<file path="src/hw/swc_pkg.sv">
// Standby controller package: register map, fields and mode codes.
// Assumes a single 40 MHz core clock and the plain strobe register port.
package swc_pkg;

    // Register offsets (byte address on the plain port).
    localparam logic [7:0] ADDR_CTRL     = 8'h00;
    localparam logic [7:0] ADDR_STATUS   = 8'h01;
    localparam logic [7:0] ADDR_IRQCFG_A = 8'h02;
    localparam logic [7:0] ADDR_IRQCFG_B = 8'h03;
    localparam logic [7:0] ADDR_IRQEN    = 8'h04;
    localparam logic [7:0] ADDR_P0_DATA  = 8'h05;
    localparam logic [7:0] ADDR_P0_CFG   = 8'h06;
    localparam logic [7:0] ADDR_P0_IEN   = 8'h07;
    localparam logic [7:0] ADDR_PX_DIR   = 8'h08;
    localparam logic [7:0] ADDR_PX_OUT   = 8'h09;
    localparam logic [7:0] ADDR_PX_PIN   = 8'h0A;
    localparam logic [7:0] ADDR_PEND     = 8'h0B;

    // Control register fields.
    localparam int CTRL_HOLD     = 0;
    localparam int CTRL_XHOLD    = 1;
    localparam int CTRL_CER_EN   = 2;
    localparam int CTRL_XTAL_EN  = 3;
    localparam int CTRL_MED_EN   = 4;
    localparam int CTRL_MRC_EN   = 5;
    localparam int CTRL_XTAL_SEL = 6;

    // Reset values.
    localparam logic [7:0] CTRL_RST   = 8'h30;
    localparam logic [7:0] ZERO8      = 8'h00;

    // Detection mode codes per external interrupt.
    localparam logic [2:0] DET_RISE  = 3'h0;
    localparam logic [2:0] DET_FALL  = 3'h1;
    localparam logic [2:0] DET_BOTH  = 3'h2;
    localparam logic [2:0] DET_HIGH  = 3'h3;
    localparam logic [2:0] DET_LOW   = 3'h4;

    // Number of external interrupt lines and internal reset pulse length.
    localparam int NUM_EXT       = 6;
    localparam int RST_OUT_NS    = 500;
    localparam int CLK_PERIOD_NS = 25;
    localparam int RST_OUT_CYC   = (RST_OUT_NS + CLK_PERIOD_NS - 1) / CLK_PERIOD_NS;

    // Power modes.
    typedef enum logic [1:0] {
        SWC_RUN,
        SWC_HOLD,
        SWC_XHOLD
    } swc_mode_t;

endpackage : swc_pkg

</file>
<file path="src/hw/swc_irq_det.sv">
// One external interrupt detector, edge or level sense.
// Assumes the pin is synchronous to the core clock.
`timescale 1ns/1ps
`default_nettype none
module swc_irq_det #(
    parameter bit LEVEL_OK = 1'b0,
    parameter bit BOTH_OK  = 1'b1
) (
    // Clock and reset.
    input  wire logic       i_core_clk,
    input  wire logic       i_rst,
    // Configuration and pin.
    input  wire logic [2:0] i_mode,
    input  wire logic       i_pin,
    input  wire logic       i_clr,
    // Results.
    output logic            o_pend,
    output logic            o_level
);

    logic prev_r, prev_nxt;
    logic pend_r, pend_nxt;
    logic hit;

    // Detection; unsupported modes never fire.
    always_comb begin
        hit = 1'b0;
        o_level = 1'b0;
        case (i_mode)
            swc_pkg::DET_RISE: hit = i_pin & ~prev_r;
            swc_pkg::DET_FALL: hit = ~i_pin & prev_r;
            swc_pkg::DET_BOTH: hit = BOTH_OK & (i_pin ^ prev_r);
            swc_pkg::DET_HIGH: begin
                hit     = LEVEL_OK & i_pin;
                o_level = LEVEL_OK;
            end
            swc_pkg::DET_LOW: begin
                hit     = LEVEL_OK & ~i_pin;
                o_level = LEVEL_OK;
            end
            default: hit = 1'b0;
        endcase
        prev_nxt = i_pin;
        // Set wins over clear.
        pend_nxt = hit | (pend_r & ~i_clr);
    end

    // State registers.
    always_ff @(posedge i_core_clk) begin
        if (i_rst) begin
            prev_r <= i_pin; // No false edge after reset.
            pend_r <= 1'b0;
        end else begin
            prev_r <= prev_nxt;
            pend_r <= pend_nxt;
        end
    end

    assign o_pend = pend_r;

endmodule : swc_irq_det
`default_nettype wire

</file>
<file path="src/hw/swc_top.sv">
// Standby and wake-up controller: hold and crystal hold modes, oscillator gating,
// wake detection from reset sources, external interrupts and port zero, port I/O.
// Assumes synchronous pins, one 40 MHz clock and a plain strobe register port.
`timescale 1ns/1ps
`default_nettype none

module swc_top #(
    parameter int PX_W      = 16,
    parameter int FILT_LEN  = 4
) (
    // Clock and reset.
    input  wire logic              i_core_clk,
    input  wire logic              i_rst,
    // Register port.
    input  wire logic [7:0]        i_addr,
    input  wire logic [7:0]        i_wdata,
    input  wire logic              i_wr,
    input  wire logic              i_rd,
    output logic      [7:0]        o_rdata,
    // Reset sources and reset pin.
    input  wire logic              i_reset_pin_n,
    output logic                   o_reset_pin_n_o,
    output logic                   o_reset_pin_oe,
    input  wire logic              i_lvd_rst,
    input  wire logic              i_wdt_rst,
    input  wire logic              i_wdt_slow_rc_run,
    input  wire logic              i_base_timer_irq,
    // External interrupt pins.
    input  wire logic              i_ext_irq_zero,
    input  wire logic              i_ext_irq_one,
    input  wire logic              i_ext_irq_two,
    input  wire logic              i_filtered_irq_pin,
    input  wire logic              i_ext_irq_four,
    input  wire logic              i_ext_irq_five,
    // Port zero.
    input  wire logic [7:0]        i_port_zero,
    output logic      [7:0]        o_port_zero,
    output logic      [7:0]        o_port_zero_oe,
    output logic      [1:0]        o_port_zero_pu,
    // Ports one, two, three and seven packed together.
    input  wire logic [PX_W-1:0]   i_port_x,
    output logic      [PX_W-1:0]   o_port_x,
    output logic      [PX_W-1:0]   o_port_x_oe,
    // System gating.
    output logic                   o_cpu_run,
    output logic                   o_periph_run,
    output logic                   o_base_timer_run,
    output logic                   o_ceramic_osc_en,
    output logic                   o_xtal_osc_en,
    output logic                   o_med_rc_osc_en,
    output logic                   o_multi_freq_rc_osc_en,
    output logic                   o_slow_rc_osc_en,
    output logic      [5:0]        o_irq_pend,
    output logic                   o_port_zero_irq,
    output logic                   o_timer_evt,
    output logic                   o_timer_cap
);

    // ------------------------------------------------------------
    // Register state
    // ------------------------------------------------------------
    logic [7:0]      ctrl_r, ctrl_nxt;
    logic [7:0]      cfg_a_r, cfg_a_nxt;
    logic [7:0]      cfg_b_r, cfg_b_nxt;
    logic [7:0]      irqen_r, irqen_nxt;
    logic [7:0]      p0_out_r, p0_out_nxt;
    logic [7:0]      p0_cfg_r, p0_cfg_nxt;
    logic [7:0]      p0_ien_r, p0_ien_nxt;
    logic [PX_W-1:0] px_dir_r, px_dir_nxt;
    logic [PX_W-1:0] px_out_r, px_out_nxt;
    logic [7:0]      rdata_r, rdata_nxt;
    logic [7:0]      p0_prev_r, p0_prev_nxt;
    logic            p0_pend_r, p0_pend_nxt;
    logic [FILT_LEN-1:0] filt_r, filt_nxt;
    logic            filt_lvl_r, filt_lvl_nxt;
    logic [7:0]      rst_cnt_r, rst_cnt_nxt;
    swc_pkg::swc_mode_t mode_r, mode_nxt;

    // Per-line detection.
    logic [5:0] pins;
    logic [5:0] pend;
    logic [5:0] lvl;
    logic [5:0] clr;
    logic [2:0] modes [0:5];
    logic       ext_wake;
    logic       rst_wake;
    logic       wake;
    logic       int_rst;

    assign pins = {i_ext_irq_five, i_ext_irq_four, filt_lvl_r,
                   i_ext_irq_two, i_ext_irq_one, i_ext_irq_zero};

    // Mode fields: cfg_a holds lines zero/one, cfg_b lines two to five as 2-bit codes.
    assign modes[0] = cfg_a_r[2:0];
    assign modes[1] = cfg_a_r[6:4];
    assign modes[2] = {1'b0, cfg_b_r[1:0]};
    assign modes[3] = {1'b0, cfg_b_r[3:2]};
    assign modes[4] = {1'b0, cfg_b_r[5:4]};
    assign modes[5] = {1'b0, cfg_b_r[7:6]};

    // Writing one to a pending bit clears it.
    assign clr = (i_wr && i_addr == swc_pkg::ADDR_PEND) ? i_wdata[5:0] : 6'h00;

    // ------------------------------------------------------------
    // Interrupt detectors
    // ------------------------------------------------------------
    // detection capability
    genvar g;
    generate
        for (g = 0; g < swc_pkg::NUM_EXT; g++) begin : g_det
            swc_irq_det #(
                .LEVEL_OK (g < 2),
                .BOTH_OK  (g >= 2)
            ) u_det (
                .i_core_clk (i_core_clk),
                .i_rst      (i_rst),
                .i_mode     (modes[g]),
                .i_pin      (pins[g]),
                .i_clr      (clr[g]),
                .o_pend     (pend[g]),
                .o_level    (lvl[g])
            );
        end
    endgenerate

    // ------------------------------------------------------------
    // Wake and reset logic
    // ------------------------------------------------------------
    // pin wake sources
    assign ext_wake = |(pend & irqen_r[5:0] & {2'b11, 1'b0, 1'b1, lvl[1], lvl[0]})
                    | (p0_pend_r & |p0_ien_r);
    assign rst_wake = ~i_reset_pin_n | i_lvd_rst | i_wdt_rst;
    assign wake     = ext_wake | (mode_r == swc_pkg::SWC_XHOLD && i_base_timer_irq);
    assign int_rst  = i_lvd_rst | i_wdt_rst;

    // Mode machine and register writes.
    always_comb begin
        mode_nxt   = mode_r;
        ctrl_nxt   = ctrl_r;
        cfg_a_nxt  = cfg_a_r;
        cfg_b_nxt  = cfg_b_r;
        irqen_nxt  = irqen_r;
        p0_out_nxt = p0_out_r;
        p0_cfg_nxt = p0_cfg_r;
        p0_ien_nxt = p0_ien_r;
        px_dir_nxt = px_dir_r;
        px_out_nxt = px_out_r;
        rst_cnt_nxt = (rst_cnt_r != 8'h00) ? rst_cnt_r - 8'h01 : 8'h00;
        if (int_rst) begin
            rst_cnt_nxt = 8'(swc_pkg::RST_OUT_CYC);
        end
        if (i_wr) begin
            case (i_addr)
                swc_pkg::ADDR_CTRL:     ctrl_nxt   = i_wdata;
                swc_pkg::ADDR_IRQCFG_A: cfg_a_nxt  = i_wdata;
                swc_pkg::ADDR_IRQCFG_B: cfg_b_nxt  = i_wdata;
                swc_pkg::ADDR_IRQEN:    irqen_nxt  = i_wdata;
                swc_pkg::ADDR_P0_DATA:  p0_out_nxt = i_wdata;
                swc_pkg::ADDR_P0_CFG:   p0_cfg_nxt = i_wdata;
                swc_pkg::ADDR_P0_IEN:   p0_ien_nxt = i_wdata;
                swc_pkg::ADDR_PX_DIR:   px_dir_nxt = {(PX_W/8){i_wdata}};
                swc_pkg::ADDR_PX_OUT:   px_out_nxt = {(PX_W/8){i_wdata}};
                default: ;
            endcase
        end
        case (mode_r)
            swc_pkg::SWC_RUN: begin
                if (i_wr && i_addr == swc_pkg::ADDR_CTRL && !rst_wake) begin
                    if (i_wdata[swc_pkg::CTRL_XHOLD] && ctrl_r[swc_pkg::CTRL_XTAL_SEL]) begin
                        mode_nxt = swc_pkg::SWC_XHOLD;
                    end else if (i_wdata[swc_pkg::CTRL_HOLD]) begin
                        mode_nxt = swc_pkg::SWC_HOLD;
                    end
                end
                ctrl_nxt[swc_pkg::CTRL_HOLD]  = 1'b0;
                ctrl_nxt[swc_pkg::CTRL_XHOLD] = 1'b0;
            end
            swc_pkg::SWC_HOLD, swc_pkg::SWC_XHOLD: begin
                if (rst_wake || wake) begin
                    mode_nxt = swc_pkg::SWC_RUN;
                end
            end
            default: mode_nxt = swc_pkg::SWC_RUN;
        endcase
    end

    // Port zero change detect, set wins, and read data.
    always_comb begin
        p0_prev_nxt = i_port_zero;
        p0_pend_nxt = (|((i_port_zero ^ p0_prev_r) & p0_ien_r))
                    | (p0_pend_r & ~(i_wr && i_addr == swc_pkg::ADDR_PEND && i_wdata[7]));
        filt_nxt     = {filt_r[FILT_LEN-2:0], i_filtered_irq_pin};
        filt_lvl_nxt = filt_lvl_r;
        if (&filt_r) begin
            filt_lvl_nxt = 1'b1;
        end else if (~|filt_r) begin
            filt_lvl_nxt = 1'b0;
        end
        rdata_nxt = swc_pkg::ZERO8;
        if (i_rd) begin
            case (i_addr)
                swc_pkg::ADDR_CTRL:     rdata_nxt = ctrl_r;
                swc_pkg::ADDR_STATUS:   rdata_nxt = {6'h00, mode_r};
                swc_pkg::ADDR_IRQCFG_A: rdata_nxt = cfg_a_r;
                swc_pkg::ADDR_IRQCFG_B: rdata_nxt = cfg_b_r;
                swc_pkg::ADDR_IRQEN:    rdata_nxt = irqen_r;
                swc_pkg::ADDR_P0_DATA:  rdata_nxt = i_port_zero;
                swc_pkg::ADDR_P0_CFG:   rdata_nxt = p0_cfg_r;
                swc_pkg::ADDR_P0_IEN:   rdata_nxt = p0_ien_r;
                swc_pkg::ADDR_PX_DIR:   rdata_nxt = px_dir_r[7:0];
                swc_pkg::ADDR_PX_PIN:   rdata_nxt = i_port_x[7:0];
                swc_pkg::ADDR_PEND:     rdata_nxt = {p0_pend_r, 1'b0, pend};
                default:                rdata_nxt = swc_pkg::ZERO8;
            endcase
        end
    end

    // ------------------------------------------------------------
    // State registers
    // ------------------------------------------------------------
    // ceramic and crystal oscillators off at reset, medium and multi-frequency RC on
    always_ff @(posedge i_core_clk) begin
        if (i_rst) begin
            mode_r     <= swc_pkg::SWC_RUN;
            ctrl_r     <= swc_pkg::CTRL_RST;
            cfg_a_r    <= swc_pkg::ZERO8;
            cfg_b_r    <= swc_pkg::ZERO8;
            irqen_r    <= swc_pkg::ZERO8;
            p0_out_r   <= swc_pkg::ZERO8;
            p0_cfg_r   <= swc_pkg::ZERO8;
            p0_ien_r   <= swc_pkg::ZERO8;
            px_dir_r   <= '0;
            px_out_r   <= '0;
            rdata_r    <= swc_pkg::ZERO8;
            p0_prev_r  <= i_port_zero;
            p0_pend_r  <= 1'b0;
            filt_r     <= '0;
            filt_lvl_r <= 1'b0;
            rst_cnt_r  <= swc_pkg::ZERO8;
        end else begin
            mode_r     <= mode_nxt;
            ctrl_r     <= ctrl_nxt;
            cfg_a_r    <= cfg_a_nxt;
            cfg_b_r    <= cfg_b_nxt;
            irqen_r    <= irqen_nxt;
            p0_out_r   <= p0_out_nxt;
            p0_cfg_r   <= p0_cfg_nxt;
            p0_ien_r   <= p0_ien_nxt;
            px_dir_r   <= px_dir_nxt;
            px_out_r   <= px_out_nxt;
            rdata_r    <= rdata_nxt;
            p0_prev_r  <= p0_prev_nxt;
            p0_pend_r  <= p0_pend_nxt;
            filt_r     <= filt_nxt;
            filt_lvl_r <= filt_lvl_nxt;
            rst_cnt_r  <= rst_cnt_nxt;
        end
    end

    // ------------------------------------------------------------
    // Outputs
    // ------------------------------------------------------------
    // execution and peripheral gating
    assign o_cpu_run        = (mode_r == swc_pkg::SWC_RUN);
    assign o_periph_run     = (mode_r == swc_pkg::SWC_RUN);
    assign o_base_timer_run = (mode_r != swc_pkg::SWC_HOLD);
    assign o_ceramic_osc_en       = ctrl_r[swc_pkg::CTRL_CER_EN] && mode_r == swc_pkg::SWC_RUN;
    assign o_xtal_osc_en          = ctrl_r[swc_pkg::CTRL_XTAL_EN] && mode_r != swc_pkg::SWC_HOLD;
    assign o_med_rc_osc_en        = ctrl_r[swc_pkg::CTRL_MED_EN] && mode_r == swc_pkg::SWC_RUN;
    assign o_multi_freq_rc_osc_en = ctrl_r[swc_pkg::CTRL_MRC_EN] && mode_r == swc_pkg::SWC_RUN;
    assign o_slow_rc_osc_en = i_wdt_slow_rc_run;
    // reset pin driven low for internal reset
    assign o_reset_pin_n_o = 1'b0;
    assign o_reset_pin_oe  = (rst_cnt_r != 8'h00);
    assign o_port_zero    = p0_out_r;
    assign o_port_zero_oe = {{4{p0_cfg_r[1]}}, {4{p0_cfg_r[0]}}};
    assign o_port_zero_pu = p0_cfg_r[5:4];
    assign o_port_x    = px_out_r;
    assign o_port_x_oe = px_dir_r;
    assign o_irq_pend      = pend;
    assign o_port_zero_irq = p0_pend_r;
    // timer inputs from lines four and five
    assign o_timer_evt = i_ext_irq_four | i_ext_irq_five;
    assign o_timer_cap = i_ext_irq_four | i_ext_irq_five;
    assign o_rdata     = rdata_r;

endmodule : swc_top
`default_nettype wire

</file>
<file path="config.mk">
export PLATFORM = sky130hd
export DESIGN_NAME = swc_top
export DESIGN_NICKNAME = d
export VERILOG_FILES = /design/src/hw/swc_pkg.sv /design/src/hw/swc_irq_det.sv /design/src/hw/swc_top.sv
export SDC_FILE = /design/constraint.sdc
export NUM_CORES = 1
export LEC_CHECK = 0
export ABC_AREA = 1
export ABC_CLOCK_PERIOD_IN_PS = 2500
export BUFFER_PORTS_ARGS = -buffer_cell sky130_fd_sc_hd__buf_2
export CAP_MARGIN = 25
export CORE_AREA = 2 2 108 110
export CTS_BUF_LIST = sky130_fd_sc_hd__clkbuf_4
export CTS_CLUSTER_SIZE = 20
export DETAILED_ROUTE_END_ITERATION = 6
export DIE_AREA = 0 0 110 112
export GPL_TIMING_DRIVEN = 1
export PLACE_DENSITY = 0.76
export SYNTH_ARGS = -nofsm -noshare
export SYNTH_HDL_FRONTEND = slang
export SYNTH_SLANG_ARGS = --single-unit
</file>
<file path="constraint.sdc">
create_clock -name i_core_clk -period 2.5 [get_ports i_core_clk]
set_input_delay 0.25 -clock i_core_clk [delete_from_list [all_inputs] [get_ports i_core_clk]]
set_output_delay 0.25 -clock i_core_clk [all_outputs]
set_load 0.01 [all_outputs]
</file>
# Word-level counts from Yosys, hierarchy flattened
# Index checks and enable logic that the tools add are counted.
[classes]
n_reduce_logical = 42
n_mux = 19
eq_ne = 32
n_bitwise = 63
n_addsub = 1
[op_table]
columns = ["operator", "count"]
rows = [
  ["8-bit case mux with 11 select lines", 1],
  ["8-bit by 3-bit == test with 1-bit output, second input constant", 4],
  ["8-bit by 4-bit == test with 1-bit output, second input constant", 4],
  ["1-bit inverter", 22],
  ["1-bit AND", 20],
  ["3-bit zero test", 6],
  ["2-bit AND reduction", 9],
  ["8-bit by 2-bit == test with 1-bit output, second input constant", 2],
  ["8-bit OR reduction", 2],
  ["1-bit bitwise OR", 13],
  ["6-bit AND", 2],
  ["1-bit case mux with 3 select lines", 4],
  ["2-bit by 1-bit == test with 1-bit output, second input constant", 5],
  ["2-bit == test, second input constant", 5],
  ["1-bit logical AND", 10],
  ["5-bit two-way mux", 2],
  ["2-bit OR reduction", 5],
  ["8-bit AND", 1],
  ["8-bit by 1-bit == test with 1-bit output, second input constant", 1],
  ["8-bit zero test", 1],
  ["2-bit two-way mux", 4],
  ["1-bit case mux with 4 select lines", 2],
  ["8-bit nonzero test", 1],
  ["8-bit by 1-bit subtractor with 8-bit output, second input constant", 1],
  ["19 further kinds", 30],
]
[word_totals]
reg_bits = 132
in_bits = 55
wordCells = 187
output_inout_bits = 77

# Logic depth before layout (Yosys ltp)
# Gate-level depths: netlist (run 1).
[depth]
ltp_word = 10
depth_mapped = 12
mapped_depth_nobuf = 12

# By module
# Synthesis (run 1) repeated with hierarchy kept, for this count alone.
[unflattened]
hier_cells = 820
hier_area_um2 = 5871.9
[modules_own_cells]
columns = ["module", "instances", "seq_area_each_um2", "area_per_inst_um2", "cells_each"]
rows = [
  ["swc_top", 1, 2082.0, 5008.6, 686],
  ["swc_irq_det (g_det[2].u_det ...)", 4, 40.0, 147.6, 21],
  ["swc_irq_det (g_det[0].u_det ...)", 2, 40.0, 136.4, 25],
]

# Least setup slack after synthesis (run 1)
# Ideal clock, no wire load.
[synth_timing]
path_type = "flip-flop to flip-flop"
from = "reg rst_cnt_r[0]"
to = "reg rst_cnt_r[7]"
path_stages_with_launch = 8
required_time_ps = 2380
period_less_slack_ps = 1359
arrival_ps = 1239
setup_time_ps = 120
path_buffers = 0
path_slack_ps = 1141
path_cell_list = "dfxtp_1 -> inv_1 -> ha_1 -> nand3b_1 -> nor2_1 -> nand3_1 -> nand3_1 -> nor2_1"
[synth_between]
elab_chain_cells = 3
word_cells_on_any_way = 4
classes_between = "add/sub: 1; bitwise: 1; reduce/logical: 2"
[synth_rtl]
columns = ["item", "line_no", "source"]
rows = [
  ["from (decl)", "swc_top.sv:76", "logic [7:0] rst_cnt_r, rst_cnt_nxt;"],
  ["from (signal assigned)", "swc_top.sv:239", "rst_cnt_r <= swc_pkg::ZERO8;"],
  ["from (signal assigned)", "swc_top.sv:256", "rst_cnt_r <= rst_cnt_nxt;"],
  ["8-bit nonzero test", "n/a", ""],
  ["net o_reset_pin_oe", "swc_top.sv:23", "output logic o_reset_pin_oe,"],
  ["1-bit inverter (no source line)", "n/a", ""],
  ["3-bit OR reduction (no source line)", "n/a", ""],
]
# The timed path passes the listed nets, and every way through them passes these cells.
# A chain may end at the register's enable or synchronous reset.

# Final worst setup path (run 1)
[layout_timing]
from = "reg rst_cnt_r[0]"
to = "out o_reset_pin_oe"
[layout_between]
elab_chain_cells = 1
[layout_rtl]
columns = ["item", "line_no", "source"]
rows = [
  ["8-bit nonzero test", "swc_top.sv:274", "assign o_reset_pin_oe = (rst_cnt_r != 8'h00);"],
  ["to (decl)", "swc_top.sv:23", ""],
]
# Every way passes these cells.

==> results of run 1 <==
## power by group
group | internal [uW] | switching [uW] | leakage (uW)
Clock | 883 | 686 | 0.000170
Combinational | 105 | 180 | 0.00195
Sequential | 1880 | 25.4 | 0.000942
## state kept, by name, summed over array words and instances (netlist names)
register	count
o_rdata	8
p0_ien_r	8
filt_lvl_r	1
cfg_b_r	8
g_det.u_det.prev_r	6
o_port_zero	8
p0_prev_r	8
cfg_a_r	8
o_port_zero_irq	1
g_det.u_det.o_pend	6
o_port_x	8
filt_r	4
irqen_r	8
ctrl_r	8
o_port_x_oe	8
mode_r	2
rst_cnt_r	8
p0_cfg_r	8
## area by class of cell
type,count,share of cell area
clock inverter,12,0.0292
timing repair buffer,140,0.122
multi-input combinational,495,0.382
sequential,116,0.361
inverter,97,0.0566
tap,143,0.0278
clock buffer,18,0.0210
## cell families after synthesis
group,share of synthesized area
AO/OA/AOI/OAI,0.185
XOR/XNOR,0.00793
adder cells (fa/ha/maj),0.0272
buffers and inverters,0.135
flip-flops,0.420
other,0.000679
AND/OR/NAND/NOR,0.224
## repair_timing
item / 4_1_cts / 5_1_grt
setup buffers: 0 / 0
hold buffers: 14 / 0
endpoints found under the hold margin: 14 / 0
## worst min-delay path, delay by kind of cell
family | cells | cell delay, ns
buffers and inverters | 1 | 0.12
AND/OR/NAND/NOR | 1 | 0.08
AO/OA/AOI/OAI | 1 | 0.06
## metrics by stage
| step | utilization | total power (uW) |
|---|---|---|
| 3_5_place_dp | 0.534 | 2210 |
| 5_1_grt | 0.575 | 3910 |
| 6_report | 0.575 | 3760 |
| 2_1_floorplan | - | 2100 |
| 3_3_place_gp | 0.534 | 2210 |
| 4_1_cts | 0.575 | 3770 |
## final timing paths
check               start  cells after the start  slack (ns)                    end
max reg2reg  rst_cnt_r[0]                      7        1.02           rst_cnt_r[7]
max          rst_cnt_r[0]                      6        0.50         o_reset_pin_oe
min reg2reg    filt_lvl_r                      0        0.40  g_det[3].u_det.prev_r
min            i_wdata[7]                      3        0.04         o_port_zero[7]
## layer usage
layer	wire (microns)	vias to the layer above	global-route usage	share of wire
met5	0	-	0	0
met4	477	0	0.106	0.032
met3	1470	38	0.0498	0.098
met2	6430	265	0.372	0.43
met1	6600	2394	0.352	0.44
li1	-	2663	-	-
## synth_stat cells, types with 3 or more instances
library cell | n | area [sq um]
dfxtp_1 | 116 | 2320
buf_2 | 5 | 25.0
inv_1 | 86 | 323
a21oi_1 | 87 | 435
o311ai_0 | 3 | 26.3
nand3_1 | 44 | 220
nand2_1 | 142 | 533
buf_4 | 39 | 293
nand4_1 | 6 | 37.5
inv_2 | 11 | 41.3
ha_1 | 12 | 150
xnor2_1 | 3 | 26.3
nand3b_1 | 5 | 37.5
o21ai_0 | 91 | 455
nor2_4 | 4 | 45.0
o21ai_1 | 11 | 55.1
clkbuf_1 | 10 | 37.5
nand2_2 | 6 | 37.5
nor2_1 | 60 | 225
o211ai_1 | 3 | 22.5
nor2_2 | 3 | 18.8
==> flow_metrics.env, run 1 <==
export IMPL_outcome="completed"
export IMPL_setup_viol=0
export IMPL_die_w_microns=110
export IMPL_portBuffers=120
export IMPL_clk_latency_ns=0.52
export IMPL_drt_wl_total_microns=15000
export IMPL_synth_cells=765
export IMPL_grt_antenna_before_repair=0
export IMPL_fin_skew_ns=0.0138
export IMPL_fp_row_count=39
export IMPL_register_area_sq_um=2320
export IMPL_area_growth_pct=16.4
export IMPL_ios=132
export IMPL_grt_max_degree=25
export IMPL_maxClockFrequency_ghz=0.499
export IMPL_synth_ff_type="dfxtp_1"
export IMPL_cp_cell_sequence="inv_1, ha_1, nand3b_1, nor2_1, nand3_1, buf_2"
export IMPL_die_h_microns=112
export IMPL_vias_per_cell=5.25
export IMPL_grt_pass1_wl_microns=23700
export IMPL_ys_seq_elements=116
export IMPL_die_area_sq_um=12300
export IMPL_cts_inserted_buffers=17
export IMPL_synth_area_sq_um=5520
export IMPL_grt_util_all_layers=0.251
export IMPL_htree_num_levels=4
export IMPL_drc=0
export IMPL_rsz0062_at_grt="false"
export IMPL_core_area_sq_um=11200
export IMPL_fin_crit_sh=0.801
export IMPL_grt_pass1_vias=4762
export IMPL_post_dp_cell_area_sq_um=5970
export IMPL_fin_ws_ns=0.496
export IMPL_drtPass1Iterations=5
export IMPL_cts_root_buf="clkbuf_4"
export IMPL_final_common_cell="nand2_1"
export IMPL_finalSetupTns_ns=0
export IMPL_layout_common_cells="nand2_1, buf_2, dfxtp_1"
export IMPL_fillCellCount=1071
export IMPL_critical_path_max_stage_delay_ns=0.32
export IMPL_diodes=0
export IMPL_yosysSeqAreaShare=0.420
export IMPL_ys_types=34
export IMPL_avgRoutedWirePerCell_microns=14.7
export IMPL_grt_ovfl_total=0
export IMPL_clkSinkCount=116
export IMPL_arrival_ns=1.75
export IMPL_crit_slowest_cell="dfxtp_1"
export IMPL_hold_class="in2reg"
export IMPL_path_clk_slew_ns=0.10
export IMPL_hpwl_microns=10800
export IMPL_postLayoutCellArea_sq_um=6430
export IMPL_start_kind="flop"
export IMPL_cap_violations=0
export IMPL_synth_net_count=832
export IMPL_first_iter_violations=592
export IMPL_worstMarginPinSlew_ns=0.684
export IMPL_slew_headroom=0.544
export IMPL_drive_gt1_frac=0.207
export IMPL_dp_cells=977
export IMPL_crit_buf_inv=2
export IMPL_cts_tree="yes"
export IMPL_cts_resized=0
export IMPL_multi_input_area_sq_um=2460
export IMPL_peakVddDrop_mv=0.359
export IMPL_ant_nets=0
export IMPL_maxSlewViolCount=0
export IMPL_powerDensity_nw_per_um2=585
export IMPL_start_util=0.494
export IMPL_synth_edff_count=0
export IMPL_required_ns=2.25
export IMPL_post_place_ws_ns=0.654
export IMPL_async_reset_ff_frac=0
export IMPL_p_leak_uw=0.00306
export IMPL_cp_top_family="simple AND/OR/NAND/NOR gates"
export IMPL_fin_cells=1021
export IMPL_final_nets=934
export IMPL_vias=5360
export IMPL_syn_avg_cell_area_sq_um=7.22
export IMPL_hold_viol_final=0
export IMPL_cp_max_fo=4
export IMPL_cp_end_kind="primary output"
export IMPL_fin_crit_ns=2.00
export IMPL_ys_warnings_count=0
export IMPL_gp_congestion=0.927
export IMPL_hold_ws_ns=0.0430
export IMPL_clock_path_buffers=2
export IMPL_timing_worst_setup_path_type="reg2out"
(Power assumes the default switching activity.)
==> run 2, diff against run 1 <==
- ABC_CLOCK_PERIOD_IN_PS: 2500 -> 2050
- clock period: 2.5 -> 2.05 ns (I/O delays scaled with it)
==> run 2 against run 1 <==
  * Non-clock buffer count increased by 9
  * First-iteration DRC count decreased by 24%
  * Register-to-register slack got worse by 0.40 ns
  * Power increased by 24%
  * Utilization increased by 0.87 points
  * Clock skew about the same
  * Critical path depth unchanged
  * Sequential cell count unchanged
  * Worst setup slack got worse by 0.37 ns
  * Count of clock-buffer cells in the layout increased by 2
  * Final cell count increased by 1.1%
  * Critical endpoint unchanged
  * Largest cell class unchanged
==> flow_metrics.env, run 2 (same netlist as run 1, synthesis figures left out) <==
export IMPL_drc=0
export IMPL_clkSinkCount=116
export IMPL_fp_row_count=39
export IMPL_clk_latency_ns=0.52
export IMPL_crit_buf_inv=2
export IMPL_slew_headroom=0.627
export IMPL_cp_cell_sequence="inv_1, ha_2, nand3b_1, nor2_2, nand3_1, buf_2"
export IMPL_holdPathStages=3
export IMPL_start_util=0.494
export IMPL_gp_congestion=0.935
export IMPL_drt_wl_total_microns=15500
export IMPL_area_growth_pct=18.2
export IMPL_required_ns=1.85
export IMPL_hold_ws_ns=0.0221
export IMPL_cts_inserted_buffers=17
export IMPL_r2r_cells=7
export IMPL_htree_num_levels=4
export IMPL_hold_class="in2reg"
export IMPL_p_sw_uw=1110
export IMPL_setup_viol=0
export IMPL_vias_per_cell=5.22
export IMPL_p_leak_uw=0.00311
export IMPL_grt_antenna_before_repair=0
export IMPL_grt_max_degree=30
export IMPL_final_util=0.584
export IMPL_cp_top_family="simple AND/OR/NAND/NOR gates"
export IMPL_crit_cells=6
export IMPL_swShare=0.239
export IMPL_start_kind="flop"
export IMPL_grt_ovfl_total=0
export IMPL_drive_gt1_frac=0.214
export IMPL_postLayoutCellArea_sq_um=6530
export IMPL_cp_end_kind="primary output"
export IMPL_portBuffers=120
export IMPL_ios=132
export IMPL_diodes=0
export IMPL_maxSlewViolCount=0
export IMPL_share_comb_of_total_power=0.078
export IMPL_core_area_sq_um=11200
export IMPL_path_clk_slew_ns=0.10
export IMPL_seq_power_share=0.499
export IMPL_hpwl_microns=11100
export IMPL_dp_cells=980
export IMPL_fin_ws_ns=0.126
export IMPL_avgRoutedWirePerCell_microns=15.0
export IMPL_vias=5389
export IMPL_crit_slowest_cell="dfxtp_1"
export IMPL_first_iter_violations=447
export IMPL_fin_crit_sh=0.938
export IMPL_power_frac_clock=0.423
export IMPL_critical_path_max_stage_delay_ns=0.33
export IMPL_die_w_microns=110
export IMPL_layout_common_cells="nand2_1, buf_2, dfxtp_1"
export IMPL_grt_pass1_vias=4921
export IMPL_cts_root_buf="clkbuf_4"
export IMPL_final_nets=943
export IMPL_post_dp_cell_area_sq_um=5990
export IMPL_clock_path_buffers=2
export IMPL_drtPass1Iterations=5
export IMPL_powerDensity_nw_per_um2=714
export IMPL_peakVddDrop_mv=0.479
export IMPL_outcome="completed"
export IMPL_arrival_ns=1.72
export IMPL_cts_tree="yes"
export IMPL_maxClockFrequency_ghz=0.520
export IMPL_fin_crit_ns=1.92
export IMPL_final_common_cell="nand2_1"
export IMPL_post_place_ws_ns=0.452
export IMPL_die_h_microns=112
export IMPL_die_area_sq_um=12300
export IMPL_hold_viol_final=0
export IMPL_timing_worst_setup_path_type="reg2out"
export IMPL_fin_skew_ns=0.0135
export IMPL_fin_cells=1032
export IMPL_grt_pass1_wl_microns=24600
export IMPL_grt_util_all_layers=0.260
export IMPL_cap_violations=0
export IMPL_ant_nets=0
export IMPL_p_int_uw=3550
export IMPL_cp_max_fo=4
export IMPL_worstMarginPinSlew_ns=0.556
==> run 2: path summary, 6_finish.rpt <==
check / from / to / slack (ns)
hold reg to reg: filt_lvl_r / g_det[3].u_det.prev_r / 0.39
setup / recovery: rst_cnt_r[0] / o_reset_pin_oe / 0.13
hold / removal: i_wdt_rst / rst_cnt_r[4] / 0.02
setup reg to reg: rst_cnt_r[0] / rst_cnt_r[7] / 0.62
==> run 2: layer usage <==
layer | up-vias | global-route usage | share of wire
met5 | - | 0 | 0
met4 | 0 | 0.0970 | 0.029
met3 | 31 | 0.0679 | 0.095
met2 | 241 | 0.397 | 0.44
met1 | 2433 | 0.352 | 0.44
li1 | 2684 | - | -
==> run 2: through the flow <==
| stage | power [uW] | setup TNS, ns |
|---|---|---|
| after CTS | 4670 | 0 |
| after global placement | 2690 | 0 |
| after detailed placement | 2700 | 0 |
| after global routing | 4840 | -0.0287 |
| after floorplan | 2570 | 0 |
| final | 4660 | 0 |
==> run 2: timing repair <==
item,in CTS,in global routing
setup buffers,0,1
resized for setup,0,2
hold buffers,19,0
hold endpoints to repair,19,0
setup endpoints to repair,0,1
==> run 2: worst reg2reg max path: stages (launching register included) <==
cell and delay (ns):
dfxtp_1 0.33, inv_1 0.11, ha_2 0.20, nand3b_1 0.13, nor2_2 0.15, nand3_1 0.12
nand3_1 0.22, nor2_1 0.07
==> run 2: cell type report <==
type,instances,area (sq um)
Fill cell,1074,4650
Multi-Input combinational cell,495,2460
Sequential cell,116,2320
Timing Repair Buffer,149,866
Inverter,97,364
Clock inverter,12,185
Tap cell,143,179
Clock buffer,20,150
==> run 2: power by group through the flow <==
stage                     Sequential [uW]  Combinational (uW)  Clock, uW
after floorplan                      2370                 200          0
after global placement               2370                 319          0
after detailed placement             2370                 324          0
after CTS                            2320                 353       1990
after global routing                 2330                 403       2100
final                                2330                 366       1970
==> run 3, diff against run 2 <==
- CELL_PAD_IN_SITES_DETAIL_PLACEMENT: default -> 1
- CELL_PAD_IN_SITES_GLOBAL_PLACEMENT: default -> 1
- CORE_AREA: 2 2 108 110 -> 3 3 124 126
- DIE_AREA: 0 0 110 112 -> 0 0 127 129
- PLACE_DENSITY: 0.76 -> 0.88
==> run 3 against run 2 <==
  * Global-route usage is 2.7 points lower
  * Die area grew 33%
  * Clock power decreased by 13%
  * Clock skew increased by 0.0079 ns
  * Non-clock buffer count grew 4
  * Sequential cell count unchanged
  * Fmax down 2.6%
  * Via count increased by 5.0%
  * Critical endpoint unchanged
  * Count of clock-buffer cells in the layout fell by 2
  * Utilization down 13 points
  * Critical path type unchanged
==> flow_metrics.env, run 3 (same netlist as run 1, synthesis figures left out) <==
export IMPL_critical_path_max_stage_delay_ns=0.33
export IMPL_grt_util_all_layers=0.233
export IMPL_final_nets=947
export IMPL_die_area_sq_um=16400
export IMPL_arrival_ns=1.77
export IMPL_layout_common_cells="nand2_1, buf_2, dfxtp_1"
export IMPL_fin_ws_ns=0.0750
export IMPL_fin_cells=1077
export IMPL_timing_worst_setup_path_type="reg2out"
export IMPL_cp_top_family="simple AND/OR/NAND/NOR gates"
export IMPL_peakVddDrop_mv=0.284
export IMPL_die_h_microns=129
export IMPL_start_util=0.383
export IMPL_cts_root_buf="clkbuf_4"
export IMPL_grt_pass1_vias=5514
export IMPL_post_dp_cell_area_sq_um=6050
export IMPL_die_w_microns=127
export IMPL_grt_pass1_wl_microns=29500
export IMPL_grt_max_degree=69
export IMPL_finalSetupTns_ns=0
export IMPL_fin_skew_ns=0.0214
export IMPL_clk_latency_ns=0.57
export IMPL_worstMarginPinSlew_ns=0.613
export IMPL_drtPass1Iterations=7
export IMPL_fin_crit_sh=0.963
export IMPL_start_kind="flop"
export IMPL_postLayoutCellArea_sq_um=6580
export IMPL_slew_headroom=0.590
export IMPL_cts_tree="yes"
export IMPL_clock_path_buffers=2
export IMPL_vias=5656
export IMPL_path_clk_slew_ns=0.11
export IMPL_register_area_sq_um=2320
export IMPL_maxSlewViolCount=0
export IMPL_drive_gt1_frac=0.215
export IMPL_setup_viol=0
export IMPL_avgRoutedWirePerCell_microns=17.7
export IMPL_ant_nets=0
export IMPL_post_place_ws_ns=0.259
export IMPL_ios=132
export IMPL_required_ns=1.85
export IMPL_gp_congestion=0.871
export IMPL_grt_ovfl_total=0
export IMPL_crit_buf_inv=2
export IMPL_hpwl_microns=13500
export IMPL_powerDensity_nw_per_um2=676
export IMPL_multi_input_area_sq_um=2470
export IMPL_drc=0
export IMPL_hold_ws_ns=0.0327
export IMPL_p_leak_uw=0.00310
export IMPL_dp_cells=1020
export IMPL_fp_row_count=44
export IMPL_clkSinkCount=116
export IMPL_hold_viol_final=0
export IMPL_final_common_cell="nand2_1"
export IMPL_grt_antenna_before_repair=1
export IMPL_portBuffers=120
export IMPL_htree_num_levels=4
export IMPL_crit_slowest_cell="dfxtp_1"
export IMPL_hold_class="in2reg"
export IMPL_maxClockFrequency_ghz=0.506
export IMPL_cp_end_kind="primary output"
export IMPL_first_iter_violations=298
export IMPL_outcome="completed"
export IMPL_core_area_sq_um=14400
export IMPL_fillCellCount=1920
export IMPL_cp_max_fo=4
export IMPL_cap_violations=0
export IMPL_cp_cell_sequence="inv_2, ha_2, nand3b_1, nor2_2, nand3_2, buf_2"
export IMPL_cts_inserted_buffers=17
export IMPL_vias_per_cell=5.25
export IMPL_fin_crit_ns=1.98
export IMPL_drt_wl_total_microns=19100
export IMPL_area_growth_pct=19.1
==> run 3: cell count changes in the layout (fill, tap and decap cells not counted), sizes merged <==
cell	change
buf	+1
bufinv	-2
clkbuf	-2
clkinv	+2
clkinvlp	+1
diode	+1
dlygate4sd3	+3
==> run 3: worst reg2reg max path: cells and delay by family, from the launching register on <==
family / cells / cell delay, ns
simple gates: 8 / 0.58
flops: 1 / 0.34
fa+ha+maj: 1 / 0.33
buf+inv: 2 / 0.14
==> run 3: cell type report <==
class                   instances  share of cell area
diodes                          1            0.000380
clock buffers                  18              0.0205
clock inverters                13              0.0215
inverters                      97              0.0553
multi-input cells             495               0.375
flip-flops and latches        116               0.353
well taps                     184              0.0350
repair buffers                153               0.139
==> run 3: where the power goes <==
group / leakage, uW / switching [uW] / total (uW) / internal, uW
clock network: 0.000151 / 893 / 1720 / 827
registers: 0.000942 / 35.1 / 2330 / 2290
logic: 0.00201 / 244 / 398 / 154
total: 0.00310 / 1170 / 4450 / 3270
==> run 3: what timing repair did <==
item                       CTS  global route
setup buffers                0             3
hold endpoints to repair    32             0
hold buffers                22             0
pin swaps                    0             3
setup endpoints to repair    1             2
resized for setup            1             4
==> run 3: worst paths after layout <==
kind	from	end	slack, ns	cells after the start
worst max register to register	mode_r[1]	mode_r[1]	0.57	11
worst min-delay path	i_wdata[6]	o_port_zero[6]	0.03	3
worst max-delay path	rst_cnt_r[0]	o_reset_pin_oe	0.07	6
worst min register to register	filt_lvl_r	g_det[3].u_det.prev_r	0.39	0
==> run 3: stage by stage <==
step / power, uW / util
6_report: 4450 / 0.456
3_3_place_gp: 2700 / 0.419
2_1_floorplan: 2570 / -
4_1_cts: 4450 / 0.454
3_5_place_dp: 2720 / 0.419
5_1_grt: 4620 / 0.456
==> run 3: per-layer routing <==
layer,global-route usage,vias up,routed length [microns]
met5,0,-,0
met3,0.0506,41,1200
met4,0.0902,0,498
li1,-,2698,-
met1,0.289,2721,8150
met2,0.396,196,9240
